[src/shared/sensor_link_pkg.sv]
// Purpose: constants and types for the serial register port host
// Assumes: 40 MHz system clock, 8-bit register window
// Notes:   register offsets belong to the host's own command window

package sensor_link_pkg;

	// -------------------------------------------------------------
	// timing
	// -------------------------------------------------------------
	localparam int CLK_PERIOD_NS = 25;
	localparam int I2C_RATE_KHZ  = 400;
	localparam int I2C_BIT_NS    = 1_000_000 / I2C_RATE_KHZ;
	localparam int SPI_BIT_NS    = 200;
	localparam int QTR_NS        = 4 * CLK_PERIOD_NS;
	localparam logic [4:0] I2C_QTR_CYC =
		5'((I2C_BIT_NS + QTR_NS - 1) / QTR_NS);
	localparam logic [4:0] SPI_QTR_CYC =
		5'((SPI_BIT_NS + QTR_NS - 1) / QTR_NS);
	localparam logic [4:0] PACE_RST = 5'h00;

	// -------------------------------------------------------------
	// host command window
	// -------------------------------------------------------------
	localparam logic [4:0] REG_CTRL    = 5'h00;
	localparam logic [4:0] REG_INDEX   = 5'h01;
	localparam logic [4:0] REG_COUNT   = 5'h02;
	localparam logic [4:0] REG_GO      = 5'h03;
	localparam logic [4:0] REG_STATUS  = 5'h04;
	localparam int         BUF_SEL_BIT = 4;
	localparam int         BUF_DEPTH   = 16;
	localparam int CTRL_SPI  = 0;
	localparam int CTRL_3W   = 1;
	localparam int CTRL_READ = 2;
	localparam int CTRL_INC  = 3;
	localparam int CTRL_ASEL = 4;
	localparam logic [6:0] INDEX_RST = 7'h00;
	localparam logic [3:0] COUNT_RST = 4'h0;

	// -------------------------------------------------------------
	// link framing
	// -------------------------------------------------------------
	localparam logic [5:0] BUS_ADDR_HI  = 6'h2e;
	localparam logic [7:0] IDLE_BYTE    = 8'hff;
	localparam logic [3:0] ACK_BIT      = 4'h8;
	localparam logic [3:0] SPI_LAST_BIT = 4'h7;
	localparam logic [2:0] PAD_IDLE     = 3'h7;

	typedef enum logic [2:0] {
		ST_IDLE  = 3'h0,
		ST_START = 3'h1,
		ST_BYTE  = 3'h3,
		ST_STOP  = 3'h2,
		ST_DONE  = 3'h6,
		ST_SPI   = 3'h4
	} state_t;

	typedef enum logic [1:0] {
		STG_ADDR_W = 2'h0,
		STG_INDEX  = 2'h1,
		STG_DATA   = 2'h3,
		STG_ADDR_R = 2'h2
	} stage_t;

endpackage : sensor_link_pkg

[src/shared/pace_if.sv]
// Purpose: quarter-bit pacing between engine and divider
// Assumes: one clock domain
// Notes:   hold freezes the divider while the clock line is stretched

interface pace_if;
	logic tick;
	logic hold;
	logic spi_sel;
	modport gen  (output tick, input hold, input spi_sel);
	modport user (input tick, output hold, output spi_sel);
endinterface : pace_if

[src/logic/bit_pacer.sv]
// Purpose: quarter-bit enable pulses for the serial engine
// Assumes: clk_sys at 40 MHz
// Notes:   counting stops while hold is high

module bit_pacer
	import sensor_link_pkg::*;
(
	input wire logic clk_sys,
	input wire logic nrst,
	pace_if.gen      pace
);

	logic [4:0] cnt_ff;

	always_ff @(posedge clk_sys or negedge nrst) begin
		if (!nrst) begin
			cnt_ff <= PACE_RST;
		end else if (!pace.hold) begin
			if (cnt_ff == 5'h00) begin
				cnt_ff <= (pace.spi_sel ? SPI_QTR_CYC : I2C_QTR_CYC) - 5'h01;
			end else begin
				cnt_ff <= cnt_ff - 5'h01;
			end
		end
	end

	assign pace.tick = (cnt_ff == 5'h00) && !pace.hold;

endmodule : bit_pacer

[src/logic/serial_port_host.sv]
// Purpose: host controller for a sensor's two-wire / SPI register port
// Assumes: shared pads; cs high selects two-wire, low selects SPI
// Notes:   software sets up a transfer and writes the go register
// Operation
// - start: data falls while clock high; bus busy afterwards
// - stop: data rises while clock high; every transfer ends so
// - first byte after start: seven address bits plus direction bit
// - transmitter releases data at ack; receiver pulls low, holds
// - after address ack, index byte: low seven index, top increments
// - read: write address and index, repeated start, address read
// - master acks each read byte except the last, then stops
// - bytes of eight bits, msb first, count unlimited; host moves at most 16 data bytes per transfer
// - receiver may hold clock low; transfer waits for release
// - slave not acking its address leaves data high; master aborts
// - SPI cs low over whole transaction; clock parked high otherwise
// - SPI data change on falling clock, sampled on rising clock
// - single SPI access is 16 pulses; each extra byte adds 8
// - bit 0 at first falling edge, last bit before cs rises
// - SPI bits 2-7 are six-bit index, bits 8-15 data
// - cs tied high selects two-wire, low selects SPI
//
// Decided for this implementation: the plain strobed port and the placing of the registers.

module serial_port_host
	import sensor_link_pkg::*;
(
	input  wire logic       clk_sys,
	input  wire logic       nrst,
	input  wire logic [4:0] addr,
	input  wire logic [7:0] wdata,
	input  wire logic       wr,
	input  wire logic       rd,
	output logic      [7:0] rdata,
	input  wire logic       port_clock_level,
	output logic            port_clock_drive,
	output logic            port_clock_en,
	input  wire logic       data_line_level,
	output logic            data_line_drive,
	output logic            data_line_en,
	input  wire logic       serial_out_addr_select_pin,
	output logic            chip_select
);

	// -------------------------------------------------------------
	// declarations
	// -------------------------------------------------------------
	logic [2:0] meta_ff;
	logic [2:0] sync_ff;
	logic       clk_s;
	logic       dat_s;
	logic       sdo_s;
	logic       spi_mode_ff;
	logic       three_wire_ff;
	logic       read_dir_ff;
	logic       auto_inc_ff;
	logic       addr_sel_ff;
	logic [6:0] index_ff;
	logic [3:0] last_ff;
	logic [7:0] buf_ff [BUF_DEPTH];
	state_t     state_ff;
	stage_t     stage_ff;
	logic [1:0] phase_ff;
	logic [3:0] bcnt_ff;
	logic [3:0] dcnt_ff;
	logic [7:0] sh_ff;
	logic       rep_ff;
	logic       nack_ff;
	logic       done_ff;
	logic       scl_low_ff;
	logic       sda_low_ff;
	logic       spi_clk_ff;
	logic       spi_dout_ff;
	logic       spi_oe_ff;
	logic       cs_ff;
	logic [7:0] rdata_ff;
	logic [7:0] edge_cnt_ff;
	logic       go;
	logic       step;
	logic       final_byte;
	logic       rx_data;
	logic       spi_din;
	logic       cap_we;
	logic [7:0] cap_byte;

	pace_if pace ();

	bit_pacer u_pacer (
		.clk_sys (clk_sys),
		.nrst    (nrst),
		.pace    (pace.gen)
	);

	// -------------------------------------------------------------
	// pad synchronisers
	// -------------------------------------------------------------
	always_ff @(posedge clk_sys or negedge nrst) begin
		if (!nrst) begin
			meta_ff <= PAD_IDLE;
			sync_ff <= PAD_IDLE;
		end else begin
			meta_ff <= {serial_out_addr_select_pin, data_line_level,
				port_clock_level};
			sync_ff <= meta_ff;
		end
	end

	assign {sdo_s, dat_s, clk_s} = sync_ff;

	assign go         = wr && (addr == REG_GO) && (state_ff == ST_IDLE);
	assign step       = pace.tick;
	assign final_byte = (dcnt_ff == last_ff);
	assign rx_data    = (stage_ff == STG_DATA) && read_dir_ff;
	assign spi_din    = three_wire_ff ? dat_s : sdo_s;
	assign pace.spi_sel = spi_mode_ff;
	// stretched clock freezes the bit pacing
	assign pace.hold  = !spi_mode_ff && (state_ff != ST_IDLE) &&
		!scl_low_ff && !clk_s;

	function automatic logic [7:0] load_byte(input stage_t stg,
		input logic [3:0] ptr);
		unique case (stg)
			STG_ADDR_W: load_byte = {BUS_ADDR_HI, addr_sel_ff, 1'h0};
			STG_ADDR_R: load_byte = {BUS_ADDR_HI, addr_sel_ff, 1'h1};
			STG_INDEX:  load_byte = {auto_inc_ff, index_ff};
			STG_DATA:   load_byte = read_dir_ff ? IDLE_BYTE : buf_ff[ptr];
		endcase
	endfunction : load_byte

	// -------------------------------------------------------------
	// command registers
	// -------------------------------------------------------------
	always_ff @(posedge clk_sys or negedge nrst) begin
		if (!nrst) begin
			spi_mode_ff   <= 1'h0;
			three_wire_ff <= 1'h0;
			read_dir_ff   <= 1'h0;
			auto_inc_ff   <= 1'h0;
			addr_sel_ff   <= 1'h0;
			index_ff      <= INDEX_RST;
			last_ff       <= COUNT_RST;
		end else if (wr && state_ff == ST_IDLE) begin
			if (addr == REG_CTRL) begin
				spi_mode_ff   <= wdata[CTRL_SPI];
				three_wire_ff <= wdata[CTRL_3W];
				read_dir_ff   <= wdata[CTRL_READ];
				auto_inc_ff   <= wdata[CTRL_INC];
				addr_sel_ff   <= wdata[CTRL_ASEL];
			end
			if (addr == REG_INDEX) begin
				index_ff <= wdata[6:0];
			end
			if (addr == REG_COUNT) begin
				last_ff <= wdata[3:0];
			end
		end
	end

	// -------------------------------------------------------------
	// data buffer
	// -------------------------------------------------------------
	assign cap_we = step && (phase_ff == 2'h3) && rx_data &&
		((state_ff == ST_BYTE && bcnt_ff == ACK_BIT) ||
		 (state_ff == ST_SPI && bcnt_ff == SPI_LAST_BIT));
	assign cap_byte = (state_ff == ST_SPI) ? {sh_ff[6:0], spi_din} : sh_ff;

	always_ff @(posedge clk_sys) begin
		if (cap_we) begin
			buf_ff[dcnt_ff] <= cap_byte;
		end else if (wr && addr[BUF_SEL_BIT] && state_ff == ST_IDLE) begin
			buf_ff[addr[3:0]] <= wdata;
		end
	end

	// -------------------------------------------------------------
	// read port
	// -------------------------------------------------------------
	always_ff @(posedge clk_sys or negedge nrst) begin
		if (!nrst) begin
			rdata_ff <= 8'h00;
		end else if (!rd) begin
			rdata_ff <= 8'h00;
		end else if (addr[BUF_SEL_BIT]) begin
			rdata_ff <= buf_ff[addr[3:0]];
		end else begin
			case (addr)
				REG_CTRL:   rdata_ff <= {3'h0, addr_sel_ff, auto_inc_ff,
					read_dir_ff, three_wire_ff, spi_mode_ff};
				REG_INDEX:  rdata_ff <= {1'h0, index_ff};
				REG_COUNT:  rdata_ff <= {4'h0, last_ff};
				REG_STATUS: rdata_ff <= {5'h00, done_ff, nack_ff,
					state_ff != ST_IDLE};
				default:    rdata_ff <= 8'h00;
			endcase
		end
	end

	// -------------------------------------------------------------
	// transfer sequencer
	// -------------------------------------------------------------
	always_ff @(posedge clk_sys or negedge nrst) begin
		if (!nrst) begin
			state_ff <= ST_IDLE;
			stage_ff <= STG_ADDR_W;
			phase_ff <= 2'h0;
			bcnt_ff  <= 4'h0;
			dcnt_ff  <= 4'h0;
			sh_ff    <= IDLE_BYTE;
			rep_ff   <= 1'h0;
			nack_ff  <= 1'h0;
			done_ff  <= 1'h0;
		end else if (go) begin
			phase_ff <= 2'h0;
			bcnt_ff  <= 4'h0;
			dcnt_ff  <= 4'h0;
			stage_ff <= STG_ADDR_W;
			rep_ff   <= 1'h0;
			nack_ff  <= 1'h0;
			done_ff  <= 1'h0;
			if (spi_mode_ff) begin
				state_ff <= ST_SPI;
				// direction, increment, six-bit index
				sh_ff <= {read_dir_ff, auto_inc_ff, index_ff[5:0]};
			end else begin
				state_ff <= ST_START;
			end
		end else if (step) begin
			phase_ff <= phase_ff + 2'h1;
			unique case (state_ff)
				ST_START: begin
					if (phase_ff == 2'h3) begin
						state_ff <= ST_BYTE;
						bcnt_ff  <= 4'h0;
						sh_ff    <= load_byte(stage_ff, dcnt_ff);
					end
				end
				ST_BYTE: begin
					if (phase_ff == 2'h3) begin
						sh_ff   <= {sh_ff[6:0], dat_s};
						bcnt_ff <= bcnt_ff + 4'h1;
						if (bcnt_ff == ACK_BIT) begin
							bcnt_ff <= 4'h0;
							if (rx_data) begin
								if (final_byte) begin
									state_ff <= ST_STOP;
								end else begin
									dcnt_ff <= dcnt_ff + 4'h1;
									sh_ff   <= IDLE_BYTE;
								end
							end else if (dat_s) begin
								nack_ff  <= 1'h1;
								state_ff <= ST_STOP;
							end else begin
								unique case (stage_ff)
									STG_ADDR_W: begin
										stage_ff <= STG_INDEX;
										sh_ff <= load_byte(STG_INDEX, dcnt_ff);
									end
									STG_INDEX: begin
										if (read_dir_ff) begin
											stage_ff <= STG_ADDR_R;
											rep_ff   <= 1'h1;
											state_ff <= ST_START;
										end else begin
											stage_ff <= STG_DATA;
											sh_ff <= load_byte(STG_DATA, dcnt_ff);
										end
									end
									STG_ADDR_R: begin
										stage_ff <= STG_DATA;
										sh_ff    <= IDLE_BYTE;
									end
									STG_DATA: begin
										if (final_byte) begin
											state_ff <= ST_STOP;
										end else begin
											dcnt_ff <= dcnt_ff + 4'h1;
											sh_ff <= load_byte(STG_DATA,
												dcnt_ff + 4'h1);
										end
									end
								endcase
							end
						end
					end
				end
				ST_STOP: begin
					if (phase_ff == 2'h3) begin
						state_ff <= ST_DONE;
					end
				end
				ST_DONE: begin
					if (phase_ff == 2'h3) begin
						state_ff <= ST_IDLE;
						done_ff  <= 1'h1;
					end
				end
				ST_SPI: begin
					if (phase_ff == 2'h3) begin
						sh_ff   <= {sh_ff[6:0], spi_din};
						bcnt_ff <= bcnt_ff + 4'h1;
						if (bcnt_ff == SPI_LAST_BIT) begin
							bcnt_ff <= 4'h0;
							if (stage_ff == STG_ADDR_W) begin
								stage_ff <= STG_DATA;
								sh_ff <= load_byte(STG_DATA, dcnt_ff);
							end else if (final_byte) begin
								state_ff <= ST_DONE;
							end else begin
								dcnt_ff <= dcnt_ff + 4'h1;
								sh_ff <= load_byte(STG_DATA,
									dcnt_ff + 4'h1);
							end
						end
					end
				end
				ST_IDLE: ;
				default: state_ff <= ST_IDLE;
			endcase
		end
	end

	// -------------------------------------------------------------
	// pad drive
	// -------------------------------------------------------------
	always_ff @(posedge clk_sys or negedge nrst) begin
		if (!nrst) begin
			scl_low_ff  <= 1'h0;
			sda_low_ff  <= 1'h0;
			spi_clk_ff  <= 1'h1;
			spi_dout_ff <= 1'h1;
			spi_oe_ff   <= 1'h1;
			cs_ff       <= 1'h1;
		end else if (go) begin
			spi_oe_ff <= 1'h1;
			cs_ff     <= !spi_mode_ff;
		end else if (step) begin
			unique case (state_ff)
				ST_START: begin
					unique case (phase_ff)
						2'h0: begin
							sda_low_ff <= 1'h0;
							scl_low_ff <= rep_ff;
						end
						2'h1: scl_low_ff <= 1'h0;
						2'h2: sda_low_ff <= 1'h1;
						2'h3: scl_low_ff <= 1'h1;
					endcase
				end
				ST_BYTE: begin
					unique case (phase_ff)
						2'h0: begin
							// ack slot: pull low only for a non-final read byte
							sda_low_ff <= (bcnt_ff == ACK_BIT) ?
								(rx_data && !final_byte) : !sh_ff[7];
						end
						2'h1: scl_low_ff <= 1'h0;
						2'h2: ;
						// clock falls at sample; data moves later
						2'h3: scl_low_ff <= 1'h1;
					endcase
				end
				ST_STOP: begin
					unique case (phase_ff)
						2'h0: begin
							scl_low_ff <= 1'h1;
							sda_low_ff <= 1'h1;
						end
						2'h1: scl_low_ff <= 1'h0;
						2'h2: sda_low_ff <= 1'h0;
						2'h3: ;
					endcase
				end
				ST_SPI: begin
					unique case (phase_ff)
						2'h0: begin
							spi_clk_ff  <= 1'h0;
							spi_dout_ff <= sh_ff[7];
							// shared line handed to the device from bit 8
							spi_oe_ff <= !(three_wire_ff && rx_data);
						end
						2'h1: ;
						2'h2: spi_clk_ff <= 1'h1;
						2'h3: begin
							if (bcnt_ff == SPI_LAST_BIT &&
								stage_ff == STG_DATA && final_byte) begin
								cs_ff <= 1'h1;
							end
						end
					endcase
				end
				ST_DONE: spi_oe_ff <= 1'h1;
				ST_IDLE: ;
				default: ;
			endcase
		end
	end

	assign port_clock_drive = spi_mode_ff ? spi_clk_ff : 1'h0;
	assign port_clock_en    = spi_mode_ff ? 1'h1 : scl_low_ff;
	assign data_line_drive  = spi_mode_ff ? spi_dout_ff : 1'h0;
	assign data_line_en     = spi_mode_ff ? spi_oe_ff : sda_low_ff;
	assign chip_select      = cs_ff;
	assign rdata            = rdata_ff;

	// -------------------------------------------------------------
	// checks
	// -------------------------------------------------------------
	always_ff @(posedge clk_sys or negedge nrst) begin
		if (!nrst) begin
			edge_cnt_ff <= 8'h00;
		end else if (go) begin
			edge_cnt_ff <= 8'h00;
		end else if (step && state_ff == ST_SPI && phase_ff == 2'h2) begin
			edge_cnt_ff <= edge_cnt_ff + 8'h01;
		end
	end
endmodule : serial_port_host

[config.mk]
export PLATFORM = sky130hd
export DESIGN_NAME = serial_port_host
export DESIGN_NICKNAME = d
export VERILOG_FILES = /design/src/shared/sensor_link_pkg.sv /design/src/shared/pace_if.sv /design/src/logic/bit_pacer.sv /design/src/logic/serial_port_host.sv
export SDC_FILE = /design/constraint.sdc
export NUM_CORES = 1
export LEC_CHECK = 0
export ABC_AREA = 1
export BUFFER_PORTS_ARGS = -buffer_cell sky130_fd_sc_hd__buf_2
export CELL_PAD_IN_SITES_DETAIL_PLACEMENT = 1
export CELL_PAD_IN_SITES_GLOBAL_PLACEMENT = 1
export CORE_MARGIN = 4
export CORE_UTILIZATION = 40
export DETAILED_ROUTE_END_ITERATION = 16
export PLACE_DENSITY_LB_ADDON = 0.15
export SYNTH_ARGS = -nofsm -noshare
export SYNTH_HDL_FRONTEND = slang
export SYNTH_SLANG_ARGS = --single-unit
[constraint.sdc]
create_clock -name clk_sys -period 3.4 [get_ports clk_sys]
set_input_delay 0.51 -clock clk_sys [delete_from_list [all_inputs] [get_ports clk_sys]]
set_output_delay 0.51 -clock clk_sys [all_outputs]
set_load 0.05 [all_outputs]
==> impl_metrics.env, run 1 <==
export IMPL_status="finished clean"
export IMPL_critPathCaptureType="flip-flop"
export IMPL_io_pins=33
export IMPL_drive_gt1_frac=0.123
export IMPL_drc=0
export IMPL_startpoint="state_ff[0]"
export IMPL_r2r_end="buf_ff[13][3]"
export IMPL_grt_pass1_vias=12100
export IMPL_slowest_delay_ps=470
export IMPL_async_flop_share=0.344
export IMPL_p_leak_nw=5.90
export IMPL_clock_latency_ps=450
export IMPL_yosysWarningCount=0
export IMPL_wirelength_um=50900
export IMPL_clkSlewWorstSetupHoldPaths_ps=80
export IMPL_seq_area_frac_synth=0.450
export IMPL_power_density_nw_per_um2=398
export IMPL_globalplace_congestion=0.921
export IMPL_worstMarginPinSlew_ps=879
export IMPL_initial_utilization=0.404
export IMPL_synthCells=1595
export IMPL_grt_pass1_wl_um=76000
export IMPL_grt_usage=0.300
export IMPL_clk_path_buf_depth=2
export IMPL_maxCapViolCount=0
export IMPL_final_cell_mix="nand2_1, inv_1, nand3_1"
export IMPL_synth_avg_cell_area_um2=7.73
export IMPL_syn_to_final_growth_pct=10.9
export IMPL_rsz0062_at_grt="no"
export IMPL_fin_crit_sh=0.876
export IMPL_hold_viol=0
export IMPL_drt_iter0_drc=1466
export IMPL_netlist_area_um2=12300
export IMPL_antenna_found_initial=2
export IMPL_setup_violations=0
export IMPL_die_area_um2=33700
export IMPL_numCtsBuffers=17
export IMPL_post_cts_repair_setup_buffers=0
export IMPL_final_common_cell="nand2_1"
export IMPL_overflow=0
export IMPL_yosysUniqueCellTypes=55
export IMPL_grt_max_degree=87
export IMPL_fin_area_um2=13700
export IMPL_fin_crit_ps=2980
export IMPL_placed_cell_area_um2=13100
export IMPL_syn_num_nets=1627
export IMPL_rows=64
export IMPL_crit_type="reg -> reg"
export IMPL_clock_sinks=195
export IMPL_synth_edf_count=128
export IMPL_rr_startpoint="state_ff[0]"
export IMPL_worstPathMaxFanout=27
export IMPL_fp_dieW_um=184
export IMPL_cts_tree="yes"
export IMPL_wl_per_cell_um=25.0
export IMPL_slew_headroom=0.414
export IMPL_io_buffers=32
export IMPL_hold_path_class="in -> reg"
export IMPL_clock_root_buffer="clkbuf_16"
export IMPL_hpwl_um=36800
export IMPL_cp_arrival_ps=3070
export IMPL_synth_ff_type="edfxtp_1"
export IMPL_vias=12100
export IMPL_final_antenna_net_count=0
export IMPL_cp_common_cell="nor2_1"
export IMPL_cts_resized=0
export IMPL_fin_nets=1657
export IMPL_final_max_slew_viol_count=0
export IMPL_ff2ff_setup_slack_ps=420
export IMPL_start_kind="flip-flop"
export IMPL_cp_slowest_cell="dfrtp_1"
export IMPL_holdBufCountCts=0
export IMPL_ys_seq_elements=195
export IMPL_dr_pass1_iters=6
export IMPL_fin_skew_ps=8.90
export IMPL_fmax_mhz=336
export IMPL_ir_worst_vdd_v=0.000306
export IMPL_r2r_cells=11
export IMPL_die_y_um=184
export IMPL_worstPathRequired_ps=3490
export IMPL_coreArea_um2=30500
export IMPL_diodes=0
export IMPL_fin_setup_tns_ps=0
export IMPL_cts_htree_levels=4
export IMPL_crit_chain="inv_2, nand2_4, nor2_8, inv_1, nor2_1, nor2_1, o21ai_4, nand2_2, nor2_1, nand2_1, inv_1"
export IMPL_crit_path_end="buf_ff[13][3]"
export IMPL_drt_vias_per_instance=5.95
## cell usage after synthesis (12+ instances only)
master      n  share of area
nand2_1   408           0.12
inv_1     170          0.052
nand3_1   165          0.067
edfxtp_1  128           0.31
o21ai_0   125          0.051
a21oi_1   111          0.045
nor2_1    100          0.030
dfrtp_1    49          0.099
o22ai_1    44          0.022
clkbuf_1   33          0.010
o211ai_1   32          0.019
buf_2      29          0.012
dfstp_2    18          0.038
inv_2      18         0.0055
a31oi_1    15         0.0076
ha_1       12          0.012
## registers in the layout, indices dropped and copies added, names as in the netlist, 2 cells and up
name and cells:
meta_ff 3, bcnt_ff 4, rdata 8, index_ff 7
dcnt_ff 4, phase_ff 2, stage_ff 2, sync_ff 3
last_ff 4, sh_ff 8, buf_ff 128, u_pacer.cnt_ff 5
state_ff 3
## metrics by stage
| stage | instances | util | hold slack, ps | setup slack, ps | total power (W) |
|---|---|---|---|---|---|
| after global placement | 2002 | 0.428 | 346 | 489 | 0.00331 |
| after global routing | 2034 | 0.448 | 136 | 272 | 0.00563 |
| after floorplan | 1595 | - | 214 | 778 | 0.00310 |
| final | 2034 | 0.448 | 150 | 421 | 0.00543 |
| after detailed placement | 2002 | 0.428 | 349 | 475 | 0.00334 |
| after CTS | 2034 | 0.448 | 137 | 437 | 0.00544 |
## layout make-up
| cell class | count | area [um^2] |
|---|---|---|
| fill | 3759 | 16800 |
| multi-input combinational | 1124 | 5640 |
| sequential | 195 | 5550 |
| inverter | 199 | 754 |
| timing repair buffer | 88 | 633 |
| tap | 396 | 495 |
| clock buffer | 19 | 454 |
| clock inverter | 13 | 139 |
## kinds of logic (layout without fill, tap and decap cells)
group,count (synthesis),count (layout),synth area share
flops,195,195,0.450
xor+xnor,9,9,0.00762
buf+inv,276,319,0.0925
mux,2,2,0.00183
fa+ha+maj,12,12,0.0122
compound gates,378,378,0.180
simple gates,723,723,0.256
## critical path: cells and delay by family, from the launching register on
family	cells	cell delay [ps]
flip-flops	1	470
AND/OR/NAND/NOR	7	1160
AO/OA/AOI/OAI	1	280
buffers and inverters	3	710
## how the worst min path moves through the flow
stage                          startpoint           to  slack, ps  cells after the start
after floorplan                      nrst  addr_sel_ff        210                      0
after global placement         meta_ff[0]   sync_ff[0]        350                      0
after detailed placement       meta_ff[1]   sync_ff[1]        350                      0
after CTS                 data_line_level   meta_ff[1]        140                      1
after global routing      data_line_level   meta_ff[1]        140                      1
final                     data_line_level   meta_ff[1]        150                      1
## per-layer routing
metal	track usage	part of all wire
met1	0.446	0.46
met2	0.444	0.42
met3	0.0611	0.089
met4	0.0891	0.030
met5	0	0.00016
## where the power goes
group          leakage (nW)  total, W  switching [W]  internal, W
Sequential             1.79   0.00266      0.0000638      0.00260
Combinational          3.81  0.000631       0.000429     0.000202
Clock                 0.291   0.00214        0.00105      0.00108
Power figures use the tool's default switching activity.
==> inputs of run 2 (changes only) <==
--- a/config.mk
+++ b/config.mk
@@ -9,7 +9,7 @@
 export BUFFER_PORTS_ARGS = -buffer_cell sky130_fd_sc_hd__buf_2
 export CELL_PAD_IN_SITES_DETAIL_PLACEMENT = 1
 export CELL_PAD_IN_SITES_GLOBAL_PLACEMENT = 1
-export CORE_MARGIN = 4
+export CORE_MARGIN = 1.5
 export CORE_UTILIZATION = 40
 export DETAILED_ROUTE_END_ITERATION = 16
 export PLACE_DENSITY_LB_ADDON = 0.15
==> run 2 against run 1 <==
  * Worst setup slack lost 130 ps
  * Clock power is essentially flat
  * First-iteration DRC count shrank 2.3%
  * Register-to-register slack lost 130 ps
  * Sequential share of layout area grew 0.067 points
  * Total power shrank 0.15%
  * Utilization is essentially flat
  * Non-clock buffer count is the same
  * Cell count is the same
  * Global-route usage grew 2.9 points
==> impl_metrics.env, run 2 (same netlist as run 1, synthesis figures left out) <==
export IMPL_grt_pass1_vias=12300
export IMPL_start_kind="flip-flop"
export IMPL_overflow=0
export IMPL_grt_max_degree=126
export IMPL_cts_htree_levels=4
export IMPL_fin_skew_ps=17.1
export IMPL_final_max_slew_viol_count=0
export IMPL_die_y_um=179
export IMPL_fin_nets=1657
export IMPL_drc=0
export IMPL_vias=12200
export IMPL_cts_tree="yes"
export IMPL_p_switching_w=0.00151
export IMPL_hpwl_um=36600
export IMPL_ff2ff_setup_slack_ps=300
export IMPL_power_density_nw_per_um2=398
export IMPL_power_frac_seq=0.490
export IMPL_nFillCells=3767
export IMPL_min_path_cells=1
export IMPL_clock_latency_ps=460
export IMPL_critPathCaptureType="flip-flop"
export IMPL_clockPowerShare=0.391
export IMPL_rows=64
export IMPL_clock_sinks=195
export IMPL_cp_arrival_ps=3200
export IMPL_largest_reg_flops=128
export IMPL_internal_power_w=0.00391
export IMPL_clock_root_buffer="clkbuf_16"
export IMPL_final_common_cell="nand2_1"
export IMPL_coreArea_um2=30400
export IMPL_dr_pass1_iters=5
export IMPL_antenna_found_initial=0
export IMPL_hold_path_class="in -> reg"
export IMPL_worstMarginPinSlew_ps=1100
export IMPL_cts_resized=0
export IMPL_maxCapViolCount=0
export IMPL_wl_per_cell_um=24.9
export IMPL_setup_violations=0
export IMPL_slew_headroom=0.258
export IMPL_fin_setup_tns_ps=0
export IMPL_clkSlewWorstSetupHoldPaths_ps=80
export IMPL_grt_usage=0.329
export IMPL_die_area_um2=31900
export IMPL_post_cts_repair_setup_buffers=0
export IMPL_worstPathRequired_ps=3500
export IMPL_io_buffers=32
export IMPL_hold_viol=0
export IMPL_globalplace_congestion=0.939
export IMPL_dp_cells=2002
export IMPL_clk_path_buf_depth=2
export IMPL_syn_to_final_growth_pct=10.7
export IMPL_holdBufCountCts=0
export IMPL_fin_crit_ps=3100
export IMPL_drive_gt1_frac=0.123
export IMPL_status="finished clean"
export IMPL_r2r_cells=11
export IMPL_hold_ws_ps=152
export IMPL_ir_worst_vdd_v=0.000323
export IMPL_drt_vias_per_instance=5.99
export IMPL_io_pins=33
export IMPL_worstPathMaxFanout=27
export IMPL_pwr_share_comb=0.119
export IMPL_fp_dieW_um=179
export IMPL_fmax_mhz=322
export IMPL_numCtsBuffers=17
export IMPL_final_util=0.448
export IMPL_crit_type="reg -> reg"
export IMPL_layout_setup_ws_ps=295
export IMPL_top_register="buf_ff"
export IMPL_layoutNonFillerInstCount=2034
export IMPL_initial_utilization=0.405
export IMPL_diodes=0
export IMPL_final_cell_mix="nand2_1, inv_1, nand3_1"
export IMPL_switching_share=0.279
export IMPL_grt_pass1_wl_um=76200
export IMPL_p_leak_nw=5.88
export IMPL_rsz0062_at_grt="no"
export IMPL_drt_iter0_drc=1432
export IMPL_place_ws_ps=376
export IMPL_final_antenna_net_count=0
export IMPL_wirelength_um=50600
export IMPL_fin_crit_sh=0.913
-- run 2: cell types whose count changed in the layout (fill, tap and decap cells not counted), sizes merged --
cell,change
clkinv,-1
clkinvlp,+2
clkbuf,-2
bufinv,+1
-- run 2: layer usage --
metal | vias to the layer above | share of wire | track usage
met5 | - | 0 | 0
met4 | 0 | 0.035 | 0.126
met3 | 104 | 0.092 | 0.0703
met2 | 556 | 0.43 | 0.489
met1 | 6047 | 0.44 | 0.466
li1 | 5479 | - | -
-- run 2: path summary, 6_finish.rpt --
kind,start,endpoint
worst max-delay path,state_ff[0],buf_ff[14][0]
max in group asynchronous,nrst,dcnt_ff[0]
worst min-delay path,serial_out_addr_select_pin,meta_ff[2]
worst max register to register,state_ff[0],buf_ff[14][0]
min in group asynchronous,nrst,index_ff[4]
worst min register to register,meta_ff[1],sync_ff[1]
-- run 2: power by group through the flow --
stage | clock (W) | combinational, W | sequential, W
2_1_floorplan | 0 | 0.000390 | 0.00271
3_3_place_gp | 0 | 0.000620 | 0.00271
3_5_place_dp | 0 | 0.000637 | 0.00271
4_1_cts | 0.00215 | 0.000640 | 0.00266
5_1_grt | 0.00222 | 0.000717 | 0.00267
6_report | 0.00212 | 0.000644 | 0.00266
-- run 2: critical path, stage by stage (launching register included) --
cell and delay, ps:
dfrtp_1 470, inv_2 110, nand2_4 80, nor2_8 340, inv_1 200, nor2_1 270
nor2_1 130, o21ai_4 290, nand2_2 120, nor2_1 240, nand2_1 110, inv_1 370
-- run 2: through the flow --
stage | total power (W) | instance area, um^2
2_1_floorplan | 0.00310 | 12300
3_3_place_gp | 0.00333 | 13000
3_5_place_dp | 0.00335 | 13000
4_1_cts | 0.00545 | 13600
5_1_grt | 0.00561 | 13600
6_report | 0.00542 | 13600
-- run 2: area by class of cell --
type,count,area [um^2],share of cell area
Clock inverter,15,170,0.0125
Timing Repair Buffer,88,608,0.0446
Tap cell,396,495,0.0363
Clock buffer,17,425,0.0312
Multi-Input combinational cell,1124,5640,0.414
Sequential cell,195,5550,0.407
Inverter,199,754,0.0553
